[src/core/tfpi_pkg.sv]
/*
  tfpi_pkg: object dictionary indices, mapping entries, image layout and
  timing constants for the transponder process image framer.
  assumes nothing of its surroundings; imported by the framer and the testbench.
*/
package tfpi_pkg;
  // dictionary indices
  localparam logic [15:0] TX_MAP_ONE_IDX   = 16'h1a00;
  localparam logic [15:0] TX_MAP_TWO_IDX   = 16'h1a01;
  localparam logic [15:0] BYTE_INPUTS_IDX  = 16'h6000;
  localparam logic [15:0] WORD_INPUTS_IDX  = 16'h6100;
  localparam logic [15:0] CODE_INPUT_IDX   = 16'h6120;
  localparam logic [15:0] NEW_CODE_IDX     = 16'h6320;
  localparam logic [15:0] LEVEL_INPUTS_IDX = 16'h6401;
  // subentry counts (subentry zero values)
  localparam logic [7:0]  TX_MAP_ONE_CNT   = 8'h03;
  localparam logic [7:0]  TX_MAP_TWO_CNT   = 8'h06;
  localparam logic [7:0]  BYTE_INPUTS_CNT  = 8'h05;
  localparam logic [7:0]  SINGLE_CNT       = 8'h01;
  localparam logic [7:0]  LEVEL_INPUTS_CNT = 8'h02;
  // mapping entries of the two transmit objects
  localparam logic [31:0] MAP1_E1 = 32'h61000110;
  localparam logic [31:0] MAP1_E2 = 32'h61200120;
  localparam logic [31:0] MAP1_E3 = 32'h60000108;
  localparam logic [31:0] MAP2_E1 = 32'h64010110;
  localparam logic [31:0] MAP2_E2 = 32'h64010210;
  localparam logic [31:0] MAP2_E3 = 32'h60000208;
  localparam logic [31:0] MAP2_E4 = 32'h60000308;
  localparam logic [31:0] MAP2_E5 = 32'h60000408;
  localparam logic [31:0] MAP2_E6 = 32'h60000508;
  // payload sizes in bytes
  localparam int PDO1_BYTES  = 7;
  localparam int PDO2_BYTES  = 8;
  localparam int IMAGE_BYTES = 12;
  localparam int OUT_BYTES   = 4;
  // reset values
  localparam logic [31:0] NEW_CODE_RESET = 32'h00000000;
  // programming time
  localparam int CLK_HZ      = 20_000_000;
  localparam int PROG_MS     = 50;
  localparam int PROG_CYCLES = CLK_HZ / 1000 * PROG_MS;
  // frame kinds
  typedef enum logic [1:0] {TFPI_PDO1, TFPI_PDO2, TFPI_IMAGE} tfpi_kind_t;
endpackage : tfpi_pkg

[src/core/tfpi_buf.sv]
/*
  tfpi_buf: two-entry byte buffer with valid/ready on both sides.
  assumes one clock and a synchronous active-high reset.
*/
`timescale 1ns/1ns
module tfpi_buf (
  input  wire logic       clk_in,
  input  wire logic       rst_in,
  input  wire logic [8:0] wr_data_in,
  input  wire logic       wr_valid_in,
  output logic            wr_ready_out,
  output logic [8:0]      rd_data_out,
  output logic            rd_valid_out,
  input  wire logic       rd_ready_in
);
  logic [8:0] mem [2];
  logic       wr_ptr;
  logic       rd_ptr;
  logic [1:0] count;
  wire        do_wr = wr_valid_in && wr_ready_out;
  wire        do_rd = rd_valid_out && rd_ready_in;

  // honest full and empty
  assign wr_ready_out = (count != 2'd2);
  assign rd_valid_out = (count != 2'd0);
  assign rd_data_out  = mem[rd_ptr];

  // pointer and occupancy update
  always_ff @(posedge clk_in) begin
    if (rst_in) begin
      wr_ptr <= 1'b0;
      rd_ptr <= 1'b0;
      count  <= 2'd0;
    end else begin
      if (do_wr) begin
        mem[wr_ptr] <= wr_data_in;
        wr_ptr      <= ~wr_ptr;
      end
      if (do_rd) rd_ptr <= ~rd_ptr;
      count <= count + {1'b0, do_wr} - {1'b0, do_rd};
    end
  end
endmodule : tfpi_buf

[src/core/tfpi_framer.sv]
/*
  tfpi_framer: builds transmit objects one and two and the 12-byte input
  image from one snapshot of the antenna values, serves read-only
  dictionary lookups, and takes the 4-byte new-code output image.
  assumes the antenna values are on this clock; the master bytes arrive
  as one-cycle strobes from the bus controller on the same clock.
*/
`timescale 1ns/1ns
module tfpi_framer
  import tfpi_pkg::*;
(
  input  wire logic        CLOCK_IN,
  input  wire logic        RESET_IN,
  input  wire logic [15:0] STATUS1_IN,
  input  wire logic [31:0] CODE_IN,
  input  wire logic [7:0]  READ_COUNT_IN,
  input  wire logic [15:0] SUM_LEVEL_IN,
  input  wire logic [15:0] DIFF_LEVEL_IN,
  input  wire logic [7:0]  DEBUG_COUNT_IN,
  input  wire logic        SUM_FAULT_IN,
  input  wire logic        DIFF_FAULT_IN,
  input  wire logic [7:0]  STATUS2_IN,
  input  wire logic [31:0] STORED_CODE_IN,
  input  wire logic        SEND_IN,
  input  wire logic [1:0]  KIND_IN,
  output logic             SEND_READY_OUT,
  output logic [7:0]       TX_BYTE_OUT,
  output logic             TX_LAST_OUT,
  output logic             TX_VALID_OUT,
  input  wire logic        TX_READY_IN,
  input  wire logic [7:0]  RX_BYTE_IN,
  input  wire logic        RX_VALID_IN,
  input  wire logic        RX_FIRST_IN,
  output logic [31:0]      NEW_CODE_OUT,
  output logic             PROG_START_OUT,
  output logic             PROG_BUSY_OUT,
  input  wire logic [15:0] OD_INDEX_IN,
  input  wire logic [7:0]  OD_SUB_IN,
  output logic [31:0]      OD_DATA_OUT,
  output logic             OD_VALID_OUT
);
  typedef enum logic [1:0] {TFPI_IDLE, TFPI_SEND} tfpi_state_t;
  tfpi_state_t state;
  logic [7:0]  snap [IMAGE_BYTES];
  logic [3:0]  idx;
  logic [3:0]  last_idx;
  logic [1:0]  kind;
  logic [7:0]  sum_faults;
  logic [7:0]  diff_faults;
  logic [7:0]  telegrams;
  logic [31:0] rx_shift;
  logic [1:0]  rx_cnt;
  logic [31:0] prog_cnt;
  logic        buf_ready;
  logic [8:0]  buf_out;
  wire  [7:0]  live [IMAGE_BYTES];

  // live image in input-image order; objects reuse slices of it
  assign live[0]  = STATUS1_IN[7:0];
  assign live[1]  = STATUS1_IN[15:8];
  assign live[2]  = CODE_IN[7:0];
  assign live[3]  = CODE_IN[15:8];
  assign live[4]  = CODE_IN[23:16];
  assign live[5]  = CODE_IN[31:24];
  assign live[6]  = READ_COUNT_IN;
  assign live[7]  = SUM_LEVEL_IN[7:0];
  assign live[8]  = SUM_LEVEL_IN[15:8];
  assign live[9]  = DIFF_LEVEL_IN[7:0];
  assign live[10] = DIFF_LEVEL_IN[15:8];
  assign live[11] = telegrams;

  // byte select per frame kind; object two tail holds byte group subentries 2 to 5
  wire [7:0] pdo2_tail [4];
  assign pdo2_tail[0] = DEBUG_COUNT_IN;
  assign pdo2_tail[1] = sum_faults;
  assign pdo2_tail[2] = diff_faults;
  assign pdo2_tail[3] = STATUS2_IN;
  logic [7:0] tail_snap [4];
  wire [7:0] pdo2_byte = (idx < 4'd4) ? snap[4'd7 + idx] : tail_snap[idx[1:0]];
  wire [7:0] cur_byte  = (kind == TFPI_PDO2) ? pdo2_byte : snap[idx];
  wire [3:0] kind_last = (KIND_IN == TFPI_PDO1) ? 4'(PDO1_BYTES - 1) :
                         (KIND_IN == TFPI_PDO2) ? 4'(PDO2_BYTES - 1) :
                         4'(IMAGE_BYTES - 1);
  assign SEND_READY_OUT = (state == TFPI_IDLE);
  wire start = SEND_IN && SEND_READY_OUT && (KIND_IN != 2'd3);
  wire push  = (state == TFPI_SEND);

  // frame sequencer: snapshot on start, then stream bytes
  always_ff @(posedge CLOCK_IN) begin
    if (RESET_IN) begin
      state     <= TFPI_IDLE;
      idx       <= 4'h0;
      last_idx  <= 4'h0;
      kind      <= 2'd0;
      telegrams <= 8'h00;
    end else begin
      case (state)
        TFPI_IDLE: begin
          if (start) begin
            state    <= TFPI_SEND;
            idx      <= 4'h0;
            last_idx <= kind_last;
            kind     <= KIND_IN;
            if (KIND_IN == TFPI_IMAGE) telegrams <= telegrams + 8'h01;
          end
        end
        TFPI_SEND: begin
          if (buf_ready) begin
            if (idx == last_idx) state <= TFPI_IDLE;
            else idx <= idx + 4'h1;
          end
        end
        default: state <= TFPI_IDLE;
      endcase
    end
  end

  // snapshot of every field at frame start
  genvar g;
  generate
    for (g = 0; g < IMAGE_BYTES; g++) begin : g_snap
      always_ff @(posedge CLOCK_IN) begin
        if (start) snap[g] <= live[g];
      end
    end
    for (g = 0; g < 4; g++) begin : g_tail
      always_ff @(posedge CLOCK_IN) begin
        if (start) tail_snap[g] <= pdo2_tail[g];
      end
    end
  endgenerate

  // separate fault counters
  always_ff @(posedge CLOCK_IN) begin
    if (RESET_IN) begin
      sum_faults  <= 8'h00;
      diff_faults <= 8'h00;
    end else begin
      if (SUM_FAULT_IN)  sum_faults  <= sum_faults + 8'h01;
      if (DIFF_FAULT_IN) diff_faults <= diff_faults + 8'h01;
    end
  end

  tfpi_buf u_buf (
    .clk_in       (CLOCK_IN),
    .rst_in       (RESET_IN),
    .wr_data_in   ({idx == last_idx, cur_byte}),
    .wr_valid_in  (push),
    .wr_ready_out (buf_ready),
    .rd_data_out  (buf_out),
    .rd_valid_out (TX_VALID_OUT),
    .rd_ready_in  (TX_READY_IN)
  );
  assign TX_BYTE_OUT = buf_out[7:0];
  assign TX_LAST_OUT = buf_out[8];

  // output image assembly, low byte first, and programming trigger
  wire [31:0] rx_word = {RX_BYTE_IN, rx_shift[31:8]};
  wire        rx_done = RX_VALID_IN && (RX_FIRST_IN ? 1'b0 : rx_cnt == 2'd3);
  wire        changed = rx_done && (rx_word != NEW_CODE_OUT);
  assign PROG_BUSY_OUT = (prog_cnt != 32'd0);
  always_ff @(posedge CLOCK_IN) begin
    if (RESET_IN) begin
      rx_shift       <= 32'h0;
      rx_cnt         <= 2'd0;
      NEW_CODE_OUT   <= NEW_CODE_RESET;
      PROG_START_OUT <= 1'b0;
      prog_cnt       <= 32'd0;
    end else begin
      PROG_START_OUT <= 1'b0;
      if (PROG_BUSY_OUT) prog_cnt <= prog_cnt - 32'd1;
      if (RX_VALID_IN) begin
        rx_shift <= RX_FIRST_IN ? {RX_BYTE_IN, 24'h0} : rx_word;
        rx_cnt   <= RX_FIRST_IN ? 2'd1 : rx_cnt + 2'd1;
      end
      if (changed) begin
        NEW_CODE_OUT <= rx_word;
        if (rx_word != STORED_CODE_IN) begin
          PROG_START_OUT <= 1'b1;
          prog_cnt       <= 32'(PROG_CYCLES);
        end
      end
    end
  end

  // read-only dictionary lookup
  logic [31:0] od;
  always_comb begin
    od = 32'h0;
    OD_VALID_OUT = 1'b1;
    case (OD_INDEX_IN)
      TX_MAP_ONE_IDX: case (OD_SUB_IN)
        8'h00: od = {24'h0, TX_MAP_ONE_CNT};
        8'h01: od = MAP1_E1;
        8'h02: od = MAP1_E2;
        8'h03: od = MAP1_E3;
        default: OD_VALID_OUT = 1'b0;
      endcase
      TX_MAP_TWO_IDX: case (OD_SUB_IN)
        8'h00: od = {24'h0, TX_MAP_TWO_CNT};
        8'h01: od = MAP2_E1;
        8'h02: od = MAP2_E2;
        8'h03: od = MAP2_E3;
        8'h04: od = MAP2_E4;
        8'h05: od = MAP2_E5;
        8'h06: od = MAP2_E6;
        default: OD_VALID_OUT = 1'b0;
      endcase
      BYTE_INPUTS_IDX: case (OD_SUB_IN)
        8'h00: od = {24'h0, BYTE_INPUTS_CNT};
        8'h01: od = {24'h0, READ_COUNT_IN};
        8'h02: od = {24'h0, DEBUG_COUNT_IN};
        8'h03: od = {24'h0, sum_faults};
        8'h04: od = {24'h0, diff_faults};
        8'h05: od = {24'h0, STATUS2_IN};
        default: OD_VALID_OUT = 1'b0;
      endcase
      WORD_INPUTS_IDX: case (OD_SUB_IN)
        8'h00: od = {24'h0, SINGLE_CNT};
        8'h01: od = {16'h0, STATUS1_IN};
        default: OD_VALID_OUT = 1'b0;
      endcase
      CODE_INPUT_IDX: case (OD_SUB_IN)
        8'h00: od = {24'h0, SINGLE_CNT};
        8'h01: od = CODE_IN;
        default: OD_VALID_OUT = 1'b0;
      endcase
      NEW_CODE_IDX: case (OD_SUB_IN)
        8'h00: od = {24'h0, SINGLE_CNT};
        8'h01: od = NEW_CODE_OUT;
        default: OD_VALID_OUT = 1'b0;
      endcase
      LEVEL_INPUTS_IDX: case (OD_SUB_IN)
        8'h00: od = {24'h0, LEVEL_INPUTS_CNT};
        8'h01: od = {16'h0, SUM_LEVEL_IN};
        8'h02: od = {{16{DIFF_LEVEL_IN[15]}}, DIFF_LEVEL_IN};
        default: OD_VALID_OUT = 1'b0;
      endcase
      default: OD_VALID_OUT = 1'b0;
    endcase
  end
  assign OD_DATA_OUT = od;

  // assertions
  property p_prog_on_change;
    @(posedge CLOCK_IN) disable iff (RESET_IN)
      (changed && rx_word != STORED_CODE_IN) |=> PROG_START_OUT && PROG_BUSY_OUT;
  endproperty
  a_prog_on_change: assert property (p_prog_on_change) else $error("no prog start");
  property p_no_prog_no_change;
    @(posedge CLOCK_IN) disable iff (RESET_IN) !changed |=> !PROG_START_OUT;
  endproperty
  a_no_prog_no_change: assert property (p_no_prog_no_change) else $error("spurious prog");
  property p_new_code;
    @(posedge CLOCK_IN) disable iff (RESET_IN) changed |=> NEW_CODE_OUT == $past(rx_word);
  endproperty
  a_new_code: assert property (p_new_code) else $error("new code wrong");
  property p_image_status;
    @(posedge CLOCK_IN) disable iff (RESET_IN)
      start && KIND_IN == TFPI_IMAGE |=>
        snap[0] == $past(STATUS1_IN[7:0]) && snap[1] == $past(STATUS1_IN[15:8]);
  endproperty
  a_image_status: assert property (p_image_status) else $error("status bytes");
  property p_image_code;
    @(posedge CLOCK_IN) disable iff (RESET_IN)
      start |=> {snap[5], snap[4], snap[3], snap[2]} == $past(CODE_IN);
  endproperty
  a_image_code: assert property (p_image_code) else $error("code bytes");
  property p_image_diff;
    @(posedge CLOCK_IN) disable iff (RESET_IN) start |=> {snap[10], snap[9]} == $past(DIFF_LEVEL_IN);
  endproperty
  a_image_diff: assert property (p_image_diff) else $error("diff bytes");
  property p_byte_count;
    @(posedge CLOCK_IN) disable iff (RESET_IN)
      OD_INDEX_IN == BYTE_INPUTS_IDX && OD_SUB_IN == 8'h00 |-> OD_DATA_OUT == 32'h5;
  endproperty
  a_byte_count: assert property (p_byte_count) else $error("byte group count");
  property p_sum_fault;
    @(posedge CLOCK_IN) disable iff (RESET_IN)
      SUM_FAULT_IN |=> sum_faults == $past(sum_faults) + 8'h01;
  endproperty
  a_sum_fault: assert property (p_sum_fault) else $error("sum fault count");
  property p_frame_len;
    @(posedge CLOCK_IN) disable iff (RESET_IN)
      start && KIND_IN == TFPI_PDO1 |=> last_idx == 4'd6;
  endproperty
  a_frame_len: assert property (p_frame_len) else $error("object one length");
  c_image: cover property (@(posedge CLOCK_IN) start && KIND_IN == TFPI_IMAGE);
  c_pdo2: cover property (@(posedge CLOCK_IN) start && KIND_IN == TFPI_PDO2);
  c_prog: cover property (@(posedge CLOCK_IN) PROG_START_OUT);
  c_stall: cover property (@(posedge CLOCK_IN) TX_VALID_OUT && !TX_READY_IN);
endmodule : tfpi_framer

[config.mk]
export PLATFORM = sky130hd
export DESIGN_NAME = tfpi_framer
export DESIGN_NICKNAME = d
export VERILOG_FILES = /design/src/core/tfpi_pkg.sv /design/src/core/tfpi_buf.sv /design/src/core/tfpi_framer.sv
export SDC_FILE = /design/constraint.sdc
export NUM_CORES = 1
export LEC_CHECK = 0
export ABC_AREA = 1
export BUFFER_PORTS_ARGS = -buffer_cell sky130_fd_sc_hd__buf_2
export CORE_MARGIN = 4
export CORE_UTILIZATION = 45
export DETAILED_ROUTE_END_ITERATION = 12
export HOLD_SLACK_MARGIN = 0.12
export MAX_ROUTING_LAYER = met4
export PLACE_DENSITY_LB_ADDON = 0.1
export SETUP_SLACK_MARGIN = 0.1
export SYNTH_ARGS = -nofsm -noshare
export SYNTH_HDL_FRONTEND = slang
export SYNTH_HIERARCHICAL = 1
export SYNTH_SLANG_ARGS = --single-unit
[constraint.sdc]
create_clock -name CLOCK_IN -period 10.5 [get_ports CLOCK_IN]
set_clock_uncertainty 0.15 [all_clocks]
set_input_delay 0 -clock CLOCK_IN [delete_from_list [all_inputs] [get_ports CLOCK_IN]]
set_output_delay 0 -clock CLOCK_IN [all_outputs]
set_load 0.05 [all_outputs]
Yosys cells after proc, flatten, opt, wreduce, memory -nomap -nowiden
Memories as Yosys holds them, arrays and structs flattened. A register that Yosys moved wholly into a read port is not among the register bits. Cells that the tools add are included.

Word-level logic and storage cells: 125. Output and inout port bits: 78. Bits in writable memories: 146. Memories: 3. Input port bits: 178. Register bits: 139.

Add/subtract/negate cells: 9. Reductions and logical operators: 23. Magnitude comparators: 1. Eq/ne operators: 27. Bitwise gates (word level): 3. Muxes and demuxes: 44.

Memory list: snap (depth 12, bits a word 8, read ports 2, clocked after memory_dff 1, wr ports 12, line tfpi_framer.sv:44) `logic [7:0] snap [IMAGE_BYTES];`; tail_snap (depth 4, bits a word 8, read ports 1, clocked after memory_dff 1, wr ports 4, line tfpi_framer.sv:78) `logic [7:0] tail_snap [4];`; u_buf.mem (depth 2, bits a word 9, read ports 1, clocked after memory_dff 1, wr ports 1, line tfpi_buf.sv:16) `logic [8:0] mem [2];`.

Operator list (number): $pmux W32 S7 (1); $pmux W31 S7 (1); $pmux W32 S2 (2); $pmux W31 S4 (1); $mux W32 (3); $pmux W32 S3 (1); $eq A16 B15 Y1 const B (5); $ne A32 B32 Y1 (2); $pmux W8 S6 (1); $eq A16 B13 Y1 const B (2); $pmux W16 S2 (1); $reduce_bool A32 Y1 (1); $sub A32 B1 Y32 const B (1); $mux W4 (7); $add A8 B1 Y8 const B (3); $eq A8 B3 Y1 const B (3); $mux W24 (1); $eq A8 B2 Y1 const B (2); $mux W8 (2); $mux W1 (14); $mux W2 (6); $eq A8 B1 Y1 const B (1); $logic_not A8 Y1 (1); $ne A2 B2 Y1 const B (4); other kinds (25) (41).

Depth between registers and ports, before layout
Depth in word-level cells: 7. Gate-level depth with buffers: 15.

Modules after synthesis
The synthesis kept the hierarchy.

Modules (own cells, without submodules): tfpi_framer (seq. area each 6446.2 um2, instances 1, area each 14363.8 um2, cells an instance 1929); tfpi_buf (seq. area each 640.6 um2, instances 1, area each 944.7 um2, cells an instance 66).

Worst setup path before layout
OpenSTA, ideal clock, no wires.

Kind: reg2reg. Start point: register state[0]. End point: register (tool-made name). Setup slack: 2.848 ns. Data arrival time: 7.376 ns. Stages on the path, launching flop included: 7. Path buffers: 0. Data required time: 10.224 ns. Setup time: 0.126 ns. Clock period less this slack: 7.652 ns. Cells stage by stage: dfxtp_1 -> nor2_1 -> inv_1 -> nand2_1 -> nand2_1 -> o21ai_0 -> a21oi_1.

RTL lines: start, declared (line tfpi_framer.sv:43) `tfpi_state_t state;`; start signal, assigned (line tfpi_framer.sv:91) `state <= TFPI_IDLE;`; start signal, assigned (line tfpi_framer.sv:100) `state <= TFPI_SEND;`; start signal, assigned (line tfpi_framer.sv:109) `if (idx == last_idx) state <= TFPI_IDLE;`.

Final worst setup path
Start point: register idx[0]. End point: memory u_buf.mem[0][6] (data pin).

Cells in the longest elaborated chain, start to end: 4. Elaborated cells between the ends (all ways): 5. Those cells by class: 1 x add/sub; 1 x order compare; 2 x mux; 1 x memory.

RTL lines: start, declared (line tfpi_framer.sv:45) `logic [3:0] idx;`; start signal, assigned (line tfpi_framer.sv:110) `else idx <= idx + 4'h1;`; $add A3 B4 Y4 (line tfpi_framer.sv:79) `wire [7:0] pdo2_byte = (idx < 4'd4) ? snap[4'd7 + idx] : tail_snap[idx[1:0]];`; $mem_v2 Z12 W8; $mux W8 * (line tfpi_framer.sv:79); $mux W8 * (line tfpi_framer.sv:80) `wire [7:0] cur_byte = (kind == TFPI_PDO2) ? pdo2_byte : snap[idx];`; named net cur_byte[6] (line tfpi_framer.sv:80); end, declared (line tfpi_buf.sv:16).

The timed path passes the listed nets; every way through them passes the cells marked *.

==> metrics.csv <==
stage,metric,value,unit
outcome,outcome,completed,
grt,grt_overflow_total,0,
placed_design,io_buffers,255,
setup_path,end_kind,register,
timing,max_slew.worst_pin.slew,1.10,ns
floorplan,io-pin-count,256,
logic_synthesis,synth_cell_types,49,
clocking,cts_buffer_depth,3,
detailed_routing,drcViolationCount,0,
grt,antenna_found_initial,0,
setup_path,start_kind,register,
clocking,htree_levels,2,
detailed_routing,postRouteAntennaNets,0,
grt,grt_max_degree,73,
logic_synthesis,yosysTopAreaCell,edfxtp_1,
floorplan,core,33500,µm²
timing,timing.fmax,249,MHz
logic_synthesis,synthFlopType,edfxtp_1,
setup_path,crit_required,10.66,ns
power,p_per_area,179,nW/µm²
setup_path,critPathKind,reg2reg,
grt,grt_pass1_vias,14400,
power,leakagePower,0.00890,µW
cells_and_area,fillers,3055,
cells_and_area,final_nets,2600,
detailed_routing,dr.pass1.iters,5,
grt,grt_pass1_wl,85100,µm
logic_synthesis,yosys-top-cells-area,"edfxtp_1 (29%), dfxtp_1 (18%), nand2_1 (13%), nor2_1 (5.7%), a21oi_1 (5.2%)",
detailed_routing,vias_per_cell,5.36,
floorplan,rows,67,
cells_and_area,drive_gt1_share,15.3,%
timing,hold_viol_final,0,
logic_synthesis,yosysSeqAreaShare,46.3,%
placed_design,place_congestion,0.965,
cells_and_area,syn_to_final_growth,30.0,%
detailed_routing,topRoutingLayerUsed,met4,
logic_synthesis,syn-cell-area,15300,µm²
cells_and_area,n_antenna_cell,0,
clocking,numCtsBuffers,34,
logic_synthesis,synth-seq-cells,281,
detailed_routing,vias,15500,
clocking,cts-root-buf,clkbuf_16,
detailed_routing,wl_met3,4720,µm
setup_path,cp_max_fo,55,
timing,period_needed,4.01,ns
detailed_routing,routed_wl,56700,µm
logic_synthesis,yosysWarnings,6,
timing,finalCritPeriodShare,38.2,%
power,peakVddDrop,175,µV
clocking,clkSinkCount,281,
logic_synthesis,avgSynthCellArea,7.67,µm²
floorplan,dieArea,37000,µm²
clocking,insertion_delay,0.51,ns
timing,setup_viol,0,
logic_synthesis,synthCells,1995,
cells_and_area,utilization,59.3,%
floorplan,die_h,192,µm
setup_path,critPathArrivalTime,4.17,ns
clocking,clk_pin_slew_worst_paths,0.06,ns
detailed_routing,routedWlPerCell,19.6,µm
clocking,cts_setup_buffers,0,
flow_run,drv_cap,0,
logic_synthesis,synth_top_area_share,28.6,%
detailed_routing,wl_met2,25900,µm
detailed_routing,met1Wirelength,23600,µm
timing,slew_viol_final,0,
clocking,cts_tree,built,
timing,fin_setup_tns,0,ns
grt,grt_use_total,30.7,%
logic_synthesis,synth-edff-count,146,
worst_hold_path,min_path_type,in2reg,
placed_design,place_hpwl,40500,µm
timing,rsz0062_at_grt,false,
logic_synthesis,syn-num-nets,2182,
timing,fin_hold_ws,0.130,ns
logic_synthesis,synthArstFlopShare,0,%
floorplan,start_util,45.7,%
detailed_routing,dr.first_iter.drc_count,1293,
timing,slew_headroom,26.8,%
floorplan,die_w,192,µm
critical path: stages (launching register included):
cell	delay, ns
dfxtp_1	0.30
buf_4	0.42
inv_1	0.09
buf_4	0.30
ha_1	0.98
inv_1	0.63
a21oi_1	0.25
o21ai_0	0.12
nand3_1	0.09
nand3_1	0.11
nand3_1	0.10
inv_1	0.04
o21ai_0	0.20
state kept, by name (all words and copies together), names as in the netlist, named ones only:
| signal | count |
|---|---|
| prog_cnt | 32 |
| sum_faults | 8 |
| u_buf/rd_ptr | 1 |
| snap | 96 |
| u_buf/mem | 18 |
| rx_shift | 24 |
| rx_cnt | 2 |
| state | 1 |
| NEW_CODE_OUT | 32 |
| last_idx | 4 |
| idx | 4 |
| u_buf/count | 2 |
| telegrams | 8 |
| tail_snap | 32 |
| diff_faults | 8 |
| kind | 2 |
| u_buf/wr_ptr | 1 |
| PROG_START_OUT | 1 |
cells in the mapped netlist (14+ instances only):
master,count
o211ai_1,22
a21oi_1,158
xor2_1,14
nand4_1,24
buf_2,34
nand3_1,142
nand2_1,514
inv_1,190
dfxtp_1,135
edfxtp_1,146
clkbuf_1,38
xnor2_1,72
nor2_1,233
o21ai_0,144
nor3_1,14
power by group:
part           internal, µW  switching [µW]  total [µW]  leakage [µW]
clock                   658             462        1120      0.000518
sequential             1280            91.6        1370       0.00248
combinational           395             667        1060       0.00590
total                  2330            1220        3550       0.00890
area by class of cell:
cell class	count	area, µm²	area share [%]
clock inverters	13	105	0.528
multi-input cells	1432	7090	35.6
clock buffers	48	946	4.75
flip-flops and latches	281	7090	35.6
repair buffers	466	3360	16.9
well taps	448	561	2.82
inverters	198	744	3.74
worst paths after layout:
path / startpoint / cells after the start / slack (ns) / end
max: idx[0] / 12 / 6.49 / u_buf/mem[0][6]
min: CODE_IN[30] / 2 / 0.13 / snap[5][6]
max reg2reg: idx[0] / 12 / 6.49 / u_buf/mem[0][6]
min reg2reg: telegrams[7] / 0 / 0.28 / snap[11][7]
cell usage in the layout (no fill, tap or decap), types with 4 or more instances in the layout:
master / Yosys / final
nand2_1: 514 / 514
nand3_1: 142 / 142
xnor2_1: 72 / 72
dlygate4sd3_1: 0 / 199
nand4_1: 24 / 24
o21ai_2: 9 / 9
mux2_4: 9 / 9
o211ai_1: 22 / 22
o211ai_2: 4 / 4
buf_2: 34 / 255
buf_4: 1 / 12
a22o_1: 9 / 9
nand3b_1: 6 / 6
nand2_2: 7 / 7
xor2_1: 14 / 14
edfxtp_1: 146 / 146
o21ai_0: 144 / 144
clkbuf_16: 0 / 36
o221ai_1: 4 / 4
clkinv_2: 1 / 7
o22ai_1: 8 / 8
inv_1: 190 / 189
a21oi_1: 158 / 158
dfxtp_1: 135 / 134
ha_1: 9 / 9
inv_2: 6 / 7
nor3_1: 14 / 14
clkbuf_1: 38 / 12
nor2_1: 233 / 232
cell families (layout without fill, tap and decap cells):
family | Yosys count | after routing | synth area share (%)
and+or+nand+nor | 962 | 962 | 26.3
AOI/OAI and AO/OA | 364 | 364 | 13.1
buffers and inverters | 282 | 725 | 7.47
DFF | 281 | 281 | 46.3
xor gates and xnor gates | 88 | 88 | 5.21
adders and majority gates | 9 | 9 | 0.736
muxes | 9 | 9 | 0.883
routing by layer:
layer | track usage, % | vias to the layer above
met5 | - | -
met4 | 11.9 | 0
met3 | 4.05 | 140
met2 | 48.1 | 724
met1 | 40.7 | 7191
li1 | - | 7416
metrics by stage:
step	instances	cell area [µm²]	setup WS, ns	total power, µW
after global routing	2886	19900	6.18	3760
after floorplan	1995	15300	2.85	2120
final	2886	19900	6.49	3550
after detailed placement	2626	16900	6.58	2380
after global placement	2626	16900	6.76	2370
after CTS	2885	19900	6.57	3560
repair_timing:
action / 4_1_cts / 5_1_grt
hold buffers: 198 / 1
hold endpoints to repair: 187 / 1
gates resized for setup: 0 / 0
Power figures use the tool's default switching activity.
